$ cat src/verilog/wake_irq_pkg.sv
// constants, register map and bit layout of the wake and interrupt unit
// assumes a single 100 MHz clock domain and a plain register port
package wake_irq_pkg;
  localparam int DATA_W = 32;
  localparam int ADDR_W = 5;
  localparam int NUM_LINES = 20;
  localparam int TIMERS_DEF = 9;
  localparam int WT_W = 32;
  localparam int PC_W = 16;
  localparam int AP_W = 5;
  localparam int CLK_HZ = 100000000;
  localparam int SLOW_HZ = 32768;
  typedef logic [DATA_W-1:0] word_t;
  typedef logic [ADDR_W-1:0] addr_t;
  typedef enum logic [1:0] {ST_AWAKE, ST_SLEEP, ST_WOKEN} pwr_state_t;
  // register indices on the plain register port
  localparam addr_t A_SYS_STAT = 5'h00;
  localparam addr_t A_SYS_EN = 5'h01;
  localparam addr_t A_DL_DIR = 5'h02;
  localparam addr_t A_DL_OUT = 5'h03;
  localparam addr_t A_DL_WEN = 5'h04;
  localparam addr_t A_DL_EDGE = 5'h05;
  localparam addr_t A_DL_IN = 5'h06;
  localparam addr_t A_COMP_CFG = 5'h07;
  localparam addr_t A_WT0 = 5'h08;
  localparam addr_t A_PC0 = 5'h0A;
  localparam addr_t A_CAUSE = 5'h0C;
  localparam addr_t A_CNT_STAT = 5'h0D;
  localparam addr_t A_AP_STAT = 5'h0E;
  localparam addr_t A_AP_EN = 5'h0F;
  localparam addr_t A_AP_MODE = 5'h10;
  localparam addr_t A_TMR_EN = 5'h11;
  localparam addr_t A_TMR_STAT0 = 5'h12;
  // system-controller bitmap positions
  localparam int B_CLK_CHG = 31;
  localparam int B_RNG = 30;
  localparam int B_COMP0 = 28;
  localparam int B_WT0 = 26;
  localparam int B_BO_IN = 25;
  localparam int B_BO_OUT = 24;
  localparam int B_PC0 = 22;
  localparam int B_LINE0 = 0;
  localparam word_t WAKE_MASK = 32'h3CCF_FFFF;
  // analogue and timer bitmap positions
  localparam int B_AP_ACC = 1;
  localparam int B_T_RISE = 1;
  localparam int B_T_PER = 0;
  localparam logic [NUM_LINES-1:0] DIR_RESET = 20'h0_0000;
endpackage

$ cat src/verilog/count_if.sv
// carrier between the unit and its slow counters
// assumes both ends sit in the same clock domain
`timescale 1ns/1ps
interface count_if #(parameter int W = 32);
  logic load;
  logic [W-1:0] load_val;
  logic tick;
  logic hit;
  logic [W-1:0] count;
  logic flag;
  modport ctl (output load, load_val, tick, input hit, count, flag);
  modport cnt (input load, load_val, tick, output hit, count, flag);
endinterface

$ cat src/verilog/wake_timer.sv
// one wake timer: down-counter on the slow tick, fired flag
// assumes the tick is a one-cycle enable at the nominal slow rate
`timescale 1ns/1ps
module wake_timer (
  // clock and control
  input wire logic clk_i,
  input wire logic srst_i,
  input wire logic ce_i,
  // counter side
  count_if.cnt c
);
  logic running_reg;
  logic hit_reg;
  logic fired_reg;
  logic [$bits(c.count)-1:0] count_reg;

  always_ff @(posedge clk_i)
  begin
    if (srst_i)
    begin
      count_reg <= '0;
      running_reg <= 1'b0;
      fired_reg <= 1'b0;
      hit_reg <= 1'b0;
    end
    else if (ce_i)
    begin
      hit_reg <= 1'b0;
      if (c.load)
      begin
        count_reg <= c.load_val;
        running_reg <= |c.load_val;
        fired_reg <= 1'b0;
      end
      else if (c.tick && running_reg)
      begin
        count_reg <= count_reg - 1'b1;
        if (count_reg == 1)
        begin
          running_reg <= 1'b0;
          fired_reg <= 1'b1;
          hit_reg <= 1'b1;
        end
      end
    end
  end

  assign c.hit = hit_reg;
  assign c.count = count_reg;
  assign c.flag = fired_reg;

  a_fired_after_hit: assert property (@(posedge clk_i) disable iff (srst_i)
    hit_reg && ce_i && !c.load |=> fired_reg)
    else $error("fired flag not set after expiry");
endmodule

$ cat src/verilog/pulse_counter.sv
// one pulse counter: counts pulses up to a reference, then wraps
// assumes the tick is a one-cycle pulse per counted edge
`timescale 1ns/1ps
module pulse_counter (
  // clock and control
  input wire logic clk_i,
  input wire logic srst_i,
  input wire logic ce_i,
  // counter side
  count_if.cnt c
);
  logic hit_reg;
  logic [$bits(c.count)-1:0] count_reg;
  logic [$bits(c.count)-1:0] ref_reg;

  always_ff @(posedge clk_i)
  begin
    if (srst_i)
    begin
      count_reg <= '0;
      ref_reg <= '0;
      hit_reg <= 1'b0;
    end
    else if (ce_i)
    begin
      hit_reg <= 1'b0;
      if (c.load)
      begin
        ref_reg <= c.load_val;
        count_reg <= '0;
      end
      else if (c.tick && ref_reg != 0)
      begin
        if (count_reg + 1'b1 == ref_reg)
        begin
          count_reg <= '0;
          hit_reg <= 1'b1;
        end
        else
          count_reg <= count_reg + 1'b1;
      end
    end
  end

  assign c.hit = hit_reg;
  assign c.count = count_reg;
  assign c.flag = |ref_reg;

  a_ref_reached: assert property (@(posedge clk_i) disable iff (srst_i)
    ce_i && c.tick && !c.load && ref_reg != 0
    && count_reg + 1'b1 == ref_reg |=> hit_reg && count_reg == 0)
    else $error("reference count reached without event");
endmodule

$ cat src/verilog/wake_irq_unit.sv
// wake and interrupt status unit: sticky bitmaps, wake logic, counters
// assumes synchronous inputs, a slow tick enable and a plain reg port
//
// What this block does
// - wake on timer, line, comparator or counter
// - only sources enabled before sleep wake
// - pending status stays until software clears
// - wake cause readable until pending cleared
// - two wake timers on slow clock
// - enabled timer expiry raises wake interrupt
// - per-timer fired indication readable
// - twenty lines with programmable direction
// - line wakes only as enabled input
// - per-line edge select, wake status per line
// - comparator rise or fall events, flagged
// - two pulse counters hit reference count
// - causes reported as 32-bit bitmaps
// - bit 31 clock change, 30 random
// - comparators bits 29:28, timers 27:26
// - brownout entry bit 25, exit 24
// - pulse counters at bits 23 and 22
// - line flags at their line number
// - buffer overflow 4, full 3, half 2
// - accumulation done bit 1, conversion 0
// - timer rising edge sets bit 1
// - timer period end sets bit 0
// - software can clear status before handler
//
// Our own choices: the plain strobed port and the register addresses.
`timescale 1ns/1ps
module wake_irq_unit #(
  parameter int NUM_TIMERS = wake_irq_pkg::TIMERS_DEF
) (
  // clock, reset, enable
  input wire logic CLK_I,
  input wire logic SRST_I,
  input wire logic CE_I,
  // register port
  input wire logic [wake_irq_pkg::ADDR_W-1:0] ADDR_I,
  input wire logic [wake_irq_pkg::DATA_W-1:0] WDATA_I,
  input wire logic WR_I,
  input wire logic RD_I,
  output logic [wake_irq_pkg::DATA_W-1:0] RDATA_O,
  // power control
  input wire logic SLOW_TICK_I,
  input wire logic SLEEP_I,
  output logic WAKE_O,
  // digital lines
  input wire logic [wake_irq_pkg::NUM_LINES-1:0] DL_IN_I,
  output logic [wake_irq_pkg::NUM_LINES-1:0] DL_OUT_O,
  output logic [wake_irq_pkg::NUM_LINES-1:0] DL_OE_O,
  // event sources
  input wire logic [1:0] COMP_I,
  input wire logic [1:0] PULSE_I,
  input wire logic CLK_CHG_I,
  input wire logic RNG_NEW_I,
  input wire logic BROWNOUT_I,
  input wire logic [wake_irq_pkg::AP_W-1:0] AP_EVT_I,
  input wire logic [NUM_TIMERS-1:0] TMR_OUT_I,
  // interrupt requests: system, analogue, then one per timer
  output logic [NUM_TIMERS+1:0] IRQ_O
);
  import wake_irq_pkg::*;

  //----------------------------------------------------------------
  // declarations
  //----------------------------------------------------------------
  pwr_state_t state_reg;
  word_t sys_stat_reg;
  word_t sys_en_reg;
  word_t sleep_en_reg;
  word_t cause_reg;
  word_t sys_set;
  word_t wake_req;
  logic [NUM_LINES-1:0] dl_dir_reg;
  logic [NUM_LINES-1:0] dl_out_reg;
  logic [NUM_LINES-1:0] dl_wen_reg;
  logic [NUM_LINES-1:0] dl_edge_reg;
  logic [NUM_LINES-1:0] dl_d_reg;
  logic [NUM_LINES-1:0] line_evt;
  logic [3:0] comp_cfg_reg;
  logic [1:0] comp_d_reg;
  logic [1:0] pulse_d_reg;
  logic bo_d_reg;
  logic [AP_W-1:0] ap_stat_reg;
  logic [AP_W-1:0] ap_en_reg;
  logic [AP_W-1:0] ap_set;
  logic ap_mode_reg;
  logic [2*NUM_TIMERS-1:0] tmr_en_reg;
  logic [NUM_TIMERS-1:0][1:0] tmr_stat_reg;
  logic [NUM_TIMERS-1:0] tmr_d_reg;
  logic [1:0][WT_W-1:0] wt_cnt;
  logic [1:0][PC_W-1:0] pc_cnt;
  logic [1:0] wt_hit;
  logic [1:0] pc_hit;
  logic [1:0] wt_fired;
  logic [1:0] pc_armed;
  logic wr;
  logic rd;
  logic sys_wr;
  logic ap_wr;
  addr_t tmr_idx;

  assign wr = WR_I && CE_I;
  assign rd = RD_I && CE_I;
  assign sys_wr = wr && ADDR_I == A_SYS_STAT;
  assign ap_wr = wr && ADDR_I == A_AP_STAT;
  assign tmr_idx = ADDR_I - A_TMR_STAT0;

  //----------------------------------------------------------------
  // slow counters
  //----------------------------------------------------------------
  count_if #(.W(WT_W)) wt_if[2] ();
  count_if #(.W(PC_W)) pc_if[2] ();

  genvar g;
  generate
    for (g = 0; g < 2; g++)
    begin : g_cnt
      assign wt_if[g].load = wr && ADDR_I == A_WT0 + addr_t'(g);
      assign wt_if[g].load_val = WDATA_I[WT_W-1:0];
      assign wt_if[g].tick = SLOW_TICK_I;
      assign wt_hit[g] = wt_if[g].hit;
      assign wt_cnt[g] = wt_if[g].count;
      assign wt_fired[g] = wt_if[g].flag;
      wake_timer u_wt (
        .clk_i(CLK_I),
        .srst_i(SRST_I),
        .ce_i(CE_I),
        .c(wt_if[g])
      );
      assign pc_if[g].load = wr && ADDR_I == A_PC0 + addr_t'(g);
      assign pc_if[g].load_val = WDATA_I[PC_W-1:0];
      assign pc_if[g].tick = PULSE_I[g] && !pulse_d_reg[g];
      assign pc_hit[g] = pc_if[g].hit;
      assign pc_cnt[g] = pc_if[g].count;
      assign pc_armed[g] = pc_if[g].flag;
      pulse_counter u_pc (
        .clk_i(CLK_I),
        .srst_i(SRST_I),
        .ce_i(CE_I),
        .c(pc_if[g])
      );
    end
  endgenerate

  //----------------------------------------------------------------
  // digital line events
  //----------------------------------------------------------------
  generate
    for (g = 0; g < NUM_LINES; g++)
    begin : g_line
      // input only when not driven, wake enable, chosen edge
      assign line_evt[g] = !dl_dir_reg[g] && dl_wen_reg[g]
        && (dl_edge_reg[g] ? (DL_IN_I[g] && !dl_d_reg[g])
        : (!DL_IN_I[g] && dl_d_reg[g]));
    end
  endgenerate

  //----------------------------------------------------------------
  // event set vectors
  //----------------------------------------------------------------
  always_comb
  begin
    sys_set = '0;
    sys_set[B_CLK_CHG] = CLK_CHG_I;
    sys_set[B_RNG] = RNG_NEW_I;
    for (int c = 0; c < 2; c++)
    begin
      sys_set[B_COMP0+c] =
        (COMP_I[c] && !comp_d_reg[c] && comp_cfg_reg[2*c])
        || (!COMP_I[c] && comp_d_reg[c] && comp_cfg_reg[2*c+1]);
      sys_set[B_WT0+c] = wt_hit[c];
      sys_set[B_PC0+c] = pc_hit[c];
    end
    sys_set[B_BO_IN] = BROWNOUT_I && !bo_d_reg;
    sys_set[B_BO_OUT] = !BROWNOUT_I && bo_d_reg;
    sys_set[B_LINE0 +: NUM_LINES] = line_evt;
    ap_set = AP_EVT_I;
    ap_set[B_AP_ACC] = AP_EVT_I[B_AP_ACC] && ap_mode_reg;
  end

  //----------------------------------------------------------------
  // input history for edge detection
  //----------------------------------------------------------------
  always_ff @(posedge CLK_I)
  begin
    if (SRST_I)
    begin
      dl_d_reg <= '0;
      comp_d_reg <= '0;
      pulse_d_reg <= '0;
      bo_d_reg <= 1'b0;
      tmr_d_reg <= '0;
    end
    else if (CE_I)
    begin
      dl_d_reg <= DL_IN_I;
      comp_d_reg <= COMP_I;
      pulse_d_reg <= PULSE_I;
      bo_d_reg <= BROWNOUT_I;
      tmr_d_reg <= TMR_OUT_I;
    end
  end

  //----------------------------------------------------------------
  // sticky status, set wins over write-one clear
  //----------------------------------------------------------------
  always_ff @(posedge CLK_I)
  begin
    if (SRST_I)
    begin
      sys_stat_reg <= '0;
      ap_stat_reg <= '0;
    end
    else if (CE_I)
    begin
      sys_stat_reg <= (sys_stat_reg
        & ~(sys_wr ? WDATA_I : '0)) | sys_set;
      ap_stat_reg <= (ap_stat_reg
        & ~(ap_wr ? WDATA_I[AP_W-1:0] : '0)) | ap_set;
    end
  end

  generate
    for (g = 0; g < NUM_TIMERS; g++)
    begin : g_tmr
      always_ff @(posedge CLK_I)
      begin
        if (SRST_I)
          tmr_stat_reg[g] <= '0;
        else if (CE_I)
        begin
          tmr_stat_reg[g] <= (tmr_stat_reg[g] & ~((wr
            && ADDR_I == A_TMR_STAT0 + addr_t'(g)) ? WDATA_I[1:0]
            : 2'h0)) | {
            TMR_OUT_I[g] && !tmr_d_reg[g]
              && tmr_en_reg[2*g+B_T_RISE],
            !TMR_OUT_I[g] && tmr_d_reg[g]
              && tmr_en_reg[2*g+B_T_PER]};
        end
      end
      assign IRQ_O[2+g] = |(tmr_stat_reg[g]
        & tmr_en_reg[2*g +: 2]);
    end
  endgenerate

  assign IRQ_O[0] = |(sys_stat_reg & sys_en_reg);
  assign IRQ_O[1] = |(ap_stat_reg & ap_en_reg);

  //----------------------------------------------------------------
  // configuration registers
  //----------------------------------------------------------------
  always_ff @(posedge CLK_I)
  begin
    if (SRST_I)
    begin
      sys_en_reg <= '0;
      dl_dir_reg <= DIR_RESET;
      dl_out_reg <= '0;
      dl_wen_reg <= '0;
      dl_edge_reg <= '0;
      comp_cfg_reg <= '0;
      ap_en_reg <= '0;
      ap_mode_reg <= 1'b0;
      tmr_en_reg <= '0;
    end
    else if (wr)
    begin
      if (ADDR_I == A_SYS_EN)
        sys_en_reg <= WDATA_I;
      else if (ADDR_I == A_DL_DIR)
        dl_dir_reg <= WDATA_I[NUM_LINES-1:0];
      else if (ADDR_I == A_DL_OUT)
        dl_out_reg <= WDATA_I[NUM_LINES-1:0];
      else if (ADDR_I == A_DL_WEN)
        dl_wen_reg <= WDATA_I[NUM_LINES-1:0];
      else if (ADDR_I == A_DL_EDGE)
        dl_edge_reg <= WDATA_I[NUM_LINES-1:0];
      else if (ADDR_I == A_COMP_CFG)
        comp_cfg_reg <= WDATA_I[3:0];
      else if (ADDR_I == A_AP_EN)
        ap_en_reg <= WDATA_I[AP_W-1:0];
      else if (ADDR_I == A_AP_MODE)
        ap_mode_reg <= WDATA_I[0];
      else if (ADDR_I == A_TMR_EN)
        tmr_en_reg <= WDATA_I[2*NUM_TIMERS-1:0];
    end
  end

  assign DL_OUT_O = dl_out_reg;
  assign DL_OE_O = dl_dir_reg;

  //----------------------------------------------------------------
  // sleep and wake
  //----------------------------------------------------------------
  assign wake_req = sys_stat_reg & sleep_en_reg & WAKE_MASK;

  always_ff @(posedge CLK_I)
  begin
    if (SRST_I)
    begin
      state_reg <= ST_AWAKE;
      sleep_en_reg <= '0;
    end
    else if (CE_I)
    begin
      case (state_reg)
        ST_AWAKE:
          if (SLEEP_I)
          begin
            state_reg <= ST_SLEEP;
            sleep_en_reg <= sys_en_reg;
          end
        ST_SLEEP:
          if (|wake_req)
            state_reg <= ST_WOKEN;
          else if (!SLEEP_I)
            state_reg <= ST_AWAKE;
        ST_WOKEN:
          if (!SLEEP_I)
            state_reg <= ST_AWAKE;
        default:
          state_reg <= ST_AWAKE;
      endcase
    end
  end

  assign WAKE_O = state_reg == ST_WOKEN;

  // wake cause survives until the pending bits are cleared
  always_ff @(posedge CLK_I)
  begin
    if (SRST_I)
      cause_reg <= '0;
    else if (CE_I)
    begin
      if (state_reg == ST_SLEEP && |wake_req)
        cause_reg <= wake_req;
      else if (sys_wr)
        cause_reg <= cause_reg & ~WDATA_I;
    end
  end

  //----------------------------------------------------------------
  // read port, data in the cycle after the strobe, zero otherwise, held while CE_I is low
  //----------------------------------------------------------------
  always_ff @(posedge CLK_I)
  begin
    if (SRST_I)
      RDATA_O <= '0;
    else if (!CE_I)
      RDATA_O <= RDATA_O;
    else if (!rd)
      RDATA_O <= '0;
    else if (ADDR_I == A_SYS_STAT)
      RDATA_O <= sys_stat_reg;
    else if (ADDR_I == A_SYS_EN)
      RDATA_O <= sys_en_reg;
    else if (ADDR_I == A_DL_DIR)
      RDATA_O <= word_t'(dl_dir_reg);
    else if (ADDR_I == A_DL_OUT)
      RDATA_O <= word_t'(dl_out_reg);
    else if (ADDR_I == A_DL_WEN)
      RDATA_O <= word_t'(dl_wen_reg);
    else if (ADDR_I == A_DL_EDGE)
      RDATA_O <= word_t'(dl_edge_reg);
    else if (ADDR_I == A_DL_IN)
      RDATA_O <= word_t'(DL_IN_I);
    else if (ADDR_I == A_COMP_CFG)
      RDATA_O <= word_t'(comp_cfg_reg);
    else if (ADDR_I == A_WT0 || ADDR_I == A_WT0 + 5'h01)
      RDATA_O <= word_t'(wt_cnt[ADDR_I[0]]);
    else if (ADDR_I == A_PC0 || ADDR_I == A_PC0 + 5'h01)
      RDATA_O <= word_t'(pc_cnt[ADDR_I[0]]);
    else if (ADDR_I == A_CAUSE)
      RDATA_O <= cause_reg;
    else if (ADDR_I == A_CNT_STAT)
      RDATA_O <= word_t'({pc_armed, wt_fired});
    else if (ADDR_I == A_AP_STAT)
      RDATA_O <= word_t'(ap_stat_reg);
    else if (ADDR_I == A_AP_EN)
      RDATA_O <= word_t'(ap_en_reg);
    else if (ADDR_I == A_AP_MODE)
      RDATA_O <= word_t'(ap_mode_reg);
    else if (ADDR_I == A_TMR_EN)
      RDATA_O <= word_t'(tmr_en_reg);
    else if (ADDR_I >= A_TMR_STAT0
      && tmr_idx < addr_t'(NUM_TIMERS))
      RDATA_O <= word_t'(tmr_stat_reg[tmr_idx]);
    else
      RDATA_O <= '0;
  end

  //----------------------------------------------------------------
  // checks
  //----------------------------------------------------------------
  a_wake_on_source: assert property (@(posedge CLK_I) disable iff (SRST_I)
    CE_I && state_reg == ST_SLEEP && |wake_req |=> WAKE_O)
    else $error("enabled pending source did not wake");

  a_wake_needs_en: assert property (@(posedge CLK_I) disable iff (SRST_I)
    $rose(WAKE_O) |-> |($past(sys_stat_reg) & sleep_en_reg))
    else $error("wake without an enabled source");

  a_status_sticky: assert property (@(posedge CLK_I) disable iff (SRST_I)
    CE_I && !sys_wr |=> (sys_stat_reg & $past(sys_stat_reg))
    == $past(sys_stat_reg))
    else $error("status bit lost without a clear");

  a_cause_held: assert property (@(posedge CLK_I) disable iff (SRST_I)
    CE_I && !sys_wr && state_reg != ST_SLEEP |=> $stable(cause_reg))
    else $error("wake cause changed without a clear");

  a_set_beats_clr: assert property (@(posedge CLK_I) disable iff (SRST_I)
    CE_I && sys_wr && sys_set[B_CLK_CHG] |=> sys_stat_reg[B_CLK_CHG])
    else $error("event lost against a clear");

  a_brownout_in: assert property (@(posedge CLK_I) disable iff (SRST_I)
    CE_I && BROWNOUT_I && !bo_d_reg |=> sys_stat_reg[B_BO_IN]
    ##1 !CE_I || sys_stat_reg[B_BO_IN] || $past(sys_wr))
    else $error("brownout entry not flagged");

  a_line_gated: assert property (@(posedge CLK_I) disable iff (SRST_I)
    CE_I |=> ((sys_stat_reg[NUM_LINES-1:0]
    & ~$past(sys_stat_reg[NUM_LINES-1:0]))
    & ($past(dl_dir_reg) | ~$past(dl_wen_reg))) == '0)
    else $error("line flag set for output or disabled line");

  a_acc_mode: assert property (@(posedge CLK_I) disable iff (SRST_I)
    CE_I && !ap_mode_reg && !ap_stat_reg[B_AP_ACC]
    |=> !ap_stat_reg[B_AP_ACC])
    else $error("accumulation flag outside accumulation mode");

  a_tmr_rise: assert property (@(posedge CLK_I) disable iff (SRST_I)
    CE_I && TMR_OUT_I[0] && !tmr_d_reg[0] && tmr_en_reg[B_T_RISE]
    |=> tmr_stat_reg[0][B_T_RISE] && IRQ_O[2])
    else $error("timer rising edge not flagged");
endmodule

$ cat config.mk
export PLATFORM = sky130hd
export DESIGN_NAME = wake_irq_unit
export DESIGN_NICKNAME = d
export VERILOG_FILES = /design/src/verilog/wake_irq_pkg.sv /design/src/verilog/count_if.sv /design/src/verilog/wake_timer.sv /design/src/verilog/pulse_counter.sv /design/src/verilog/wake_irq_unit.sv
export SDC_FILE = /design/constraint.sdc
export NUM_CORES = 1
export LEC_CHECK = 0
export BUFFER_PORTS_ARGS = -buffer_cell sky130_fd_sc_hd__buf_2
export CORE_UTILIZATION = 61
export CTS_CLUSTER_SIZE = 28
export DETAILED_ROUTE_END_ITERATION = 6
export PLACE_DENSITY = 0.79
export SYNTH_ARGS = -nofsm -noshare
export SYNTH_HDL_FRONTEND = slang
export SYNTH_SLANG_ARGS = --single-unit
$ cat constraint.sdc
create_clock -name CLK_I -period 3.4 [get_ports CLK_I]
set_input_delay 0.17 -clock CLK_I [delete_from_list [all_inputs] [get_ports CLK_I]]
set_output_delay 0.17 -clock CLK_I [all_outputs]
set_load 0.1 [all_outputs]
==> qor.yml <==
period_share_pct: 90.6
synth-edff-count: 0
maxCapViolCount: 0
min_period_ns: 3.08
clock_latency_ns: 0.61
wl_per_cell_um: 26.2
crit_arrival_ns: 3.58
die_width_um: 195
worst_hold_slack_ns: 0.0290
synth.distinct_cells: 83
leakagePower_uw: 0.00942
vias_per_cell: 6.78
crit_chain: "nand3_2 -> or4_1 -> xnor2_1 -> nor4_1 -> o2111ai_1 -> and4bb_1 -> nor4b_1 -> a211o_1"
crit_slowest_cell: "and4bb_1"
grt_antenna_before_repair: 4
port_buffers: 168
grt_max_degree: 170
cts_root_buffer: "clkbuf_16"
fin_nets: 3146
core_um2: 36600
cts_sinks: 457
ff2ff_setup_slack_ns: 0.32
crit_path_start: "g_cnt[1].u_pc.c.count[2]"
ir_drop_uv: 484
placed_area_um2: 24000
clock_skew_ns: 0.0207
drc: 0
grt_usage_pct: 48.1
final_common_cell: "nand2_1"
numCtsBuffers: 47
cp.depth: 8
largest_reg_flops: 64
seq_area_um2: 9150
slowest_delay_ns: 0.64
slew_headroom_pct: 20.4
postRouteAntennaNets: 0
drt-pass1-iter-count: 6
critPathCaptureType: "flop"
drt_wl_total_mm: 93.3
ctsHoldBuffers: 62
drive_gt1_share_pct: 12.1
syn_inst: 2915
syn_nets: 3008
reg2reg_from: "g_cnt[1].u_pc.c.count[2]"
finalHoldViolations: 0
hpwl_mm: 65.1
slew_viol_final: 0
clockBufferDepth: 3
fp.dieH_um: 195
finalSetupTns_ns: 0
path_max_fanout: 10
grt_pass1_vias: 22500
htreeDepth: 2
rsz0062_at_grt: "no"
syn_area_per_cell_um2: 7.79
p_total_uw: 12000
r2r-end: "g_cnt[1].u_pc.c.count[10]"
nFillCells: 2878
start_util_pct: 62.1
grt_pass1_wl_mm: 139
die_area_um2: 38000
start_kind: "flop"
cts_tree: "built"
synth_ff_type: "dfxtp_1"
critPathKind: "reg2reg"
async_reset_ff_share_pct: 0
clk_pin_slew_worst_paths_ns: 0.07
multi_input_area_um2: 12700
ys_seq_area_share_pct: 40.3
cp_num_buf_inv: 0
drt_iter0_drc: 3220
crit_family: "simple AND/OR/NAND/NOR gates"
ys_warn_count: 0
worst_pin_slew_ns: 1.19
synthToLayoutAreaGrowth_pct: 15.3
final_cell_mix: "nand2_1, dfxtp_1, a21oi_1, nor2_1, buf_2"
max_freq_mhz: 325
power_density_nw_per_um2: 456
postCtsSetupBuffers: 0
reg2reg_depth: 8
routabilityCongestion: 1.07
outcome: "completed"
syn_area_um2: 22700
required_ns: 3.89
ioPinCount: 169
ys_seq_elements: 457
row_count: 70
setup_viol: 0
postLayoutCoreUtil_pct: 71.6
num_vias: 24100
hold_class: "in2reg"
fin_area_um2: 26200
endpoint: "g_cnt[1].u_pc.c.count[10]"
grt_overflow: 0
ctsResizeCount: 0
synthesized netlist by cell type, drive strengths merged (7+ instances only):
cell type	count	area share (%)
nand3	69	1.7
clkbuf	180	3.0
dfxtp	457	40
inv	20	0.33
nand2b	10	0.28
and2	18	0.50
o211ai	8	0.26
a221oi	24	0.93
xor2	44	1.7
nand4b	23	0.89
nand2	570	9.4
ha	8	0.44
mux2	14	0.69
nor2	278	4.6
nand4	29	0.80
a31oi	7	0.19
o21ai	146	3.2
or3	21	0.60
a211oi	74	2.5
a311oi	7	0.27
mux2i	85	3.7
nand3b	12	0.40
o2111ai	7	0.30
nor3b	19	0.63
and3	23	0.63
a22o	15	0.58
nor3	58	1.3
xnor2	65	2.5
a21o	11	0.36
a21oi	325	7.2
a221o	13	0.57
nor4	32	1.0
nor2b	25	0.69
o221ai	27	1.0
a22oi	77	2.5
buf	38	0.76
or4	11	0.40
logic make-up (layout without fill, tap and decap cells):
logic type,after synthesis,after routing,synth area share [%]
buffers and inverters,239,414,4.09
adder cells (fa/ha/maj),8,8,0.441
AND/OR/NAND/NOR,1224,1224,24.8
multiplexers,103,103,4.84
AO/OA/AOI/OAI,772,772,21.0
other,0,1,0
flip-flops,457,457,40.3
XOR/XNOR,112,112,4.51
worst min path at each step:
| stage | start | endpoint | slack [ns] | depth (start not counted) |
|---|---|---|---|---|
| 6_report | WDATA_I[17] | dl_wen_reg[17] | 0.03 | 3 |
| 5_1_grt | WDATA_I[17] | dl_wen_reg[17] | 0.009 | 3 |
| 4_1_cts | WDATA_I[17] | dl_wen_reg[17] | 0.006 | 3 |
| 3_5_place_dp | RNG_NEW_I | sys_stat_reg[30] | 0.44 | 3 |
| 3_3_place_gp | AP_EVT_I[4] | ap_stat_reg[4] | 0.42 | 3 |
| 2_1_floorplan | WDATA_I[21] | sys_stat_reg[21] | 0.26 | 1 |
worst reg2reg max path: cells and delay by family (launching register included):
family                    cells  cell delay, ns
AOI/OAI and AO/OA             2            0.42
xor gates and xnor gates      1            0.16
and+or+nand+nor               5            1.86
DFF                           1            0.52
area by class of cell:
cell class                 count  area share [%]
antenna                        1         0.00955
clock buffer                  67            5.08
clock inverter                19            1.10
inverter                      21           0.301
multi-input combinational   2219            48.4
sequential                   457            34.9
tap                          468            2.23
timing repair buffer         307            7.93
report_power, final:
part	leakage (µW)	internal, µW	switching [µW]	total (µW)
clock network	0.000795	3260	2290	5560
logic	0.00494	279	658	937
registers	0.00369	5410	56.9	5460
metrics by stage:
step / setup WS, ns / instances
2_1_floorplan: 0.862 / 2915
3_3_place_gp: 0.407 / 3409
3_5_place_dp: 0.369 / 3409
4_1_cts: 0.369 / 3557
5_1_grt: 0.0988 / 3558
6_report: 0.320 / 3559
per-layer routing:
metal  share of wire (%)  GRT usage (%)
met1                  36           60.0
met2                  42           72.4
met3                  14           13.3
met4                 8.4           32.7
met5               0.023              0
Note: power is estimated with default switching activity, not from simulation.
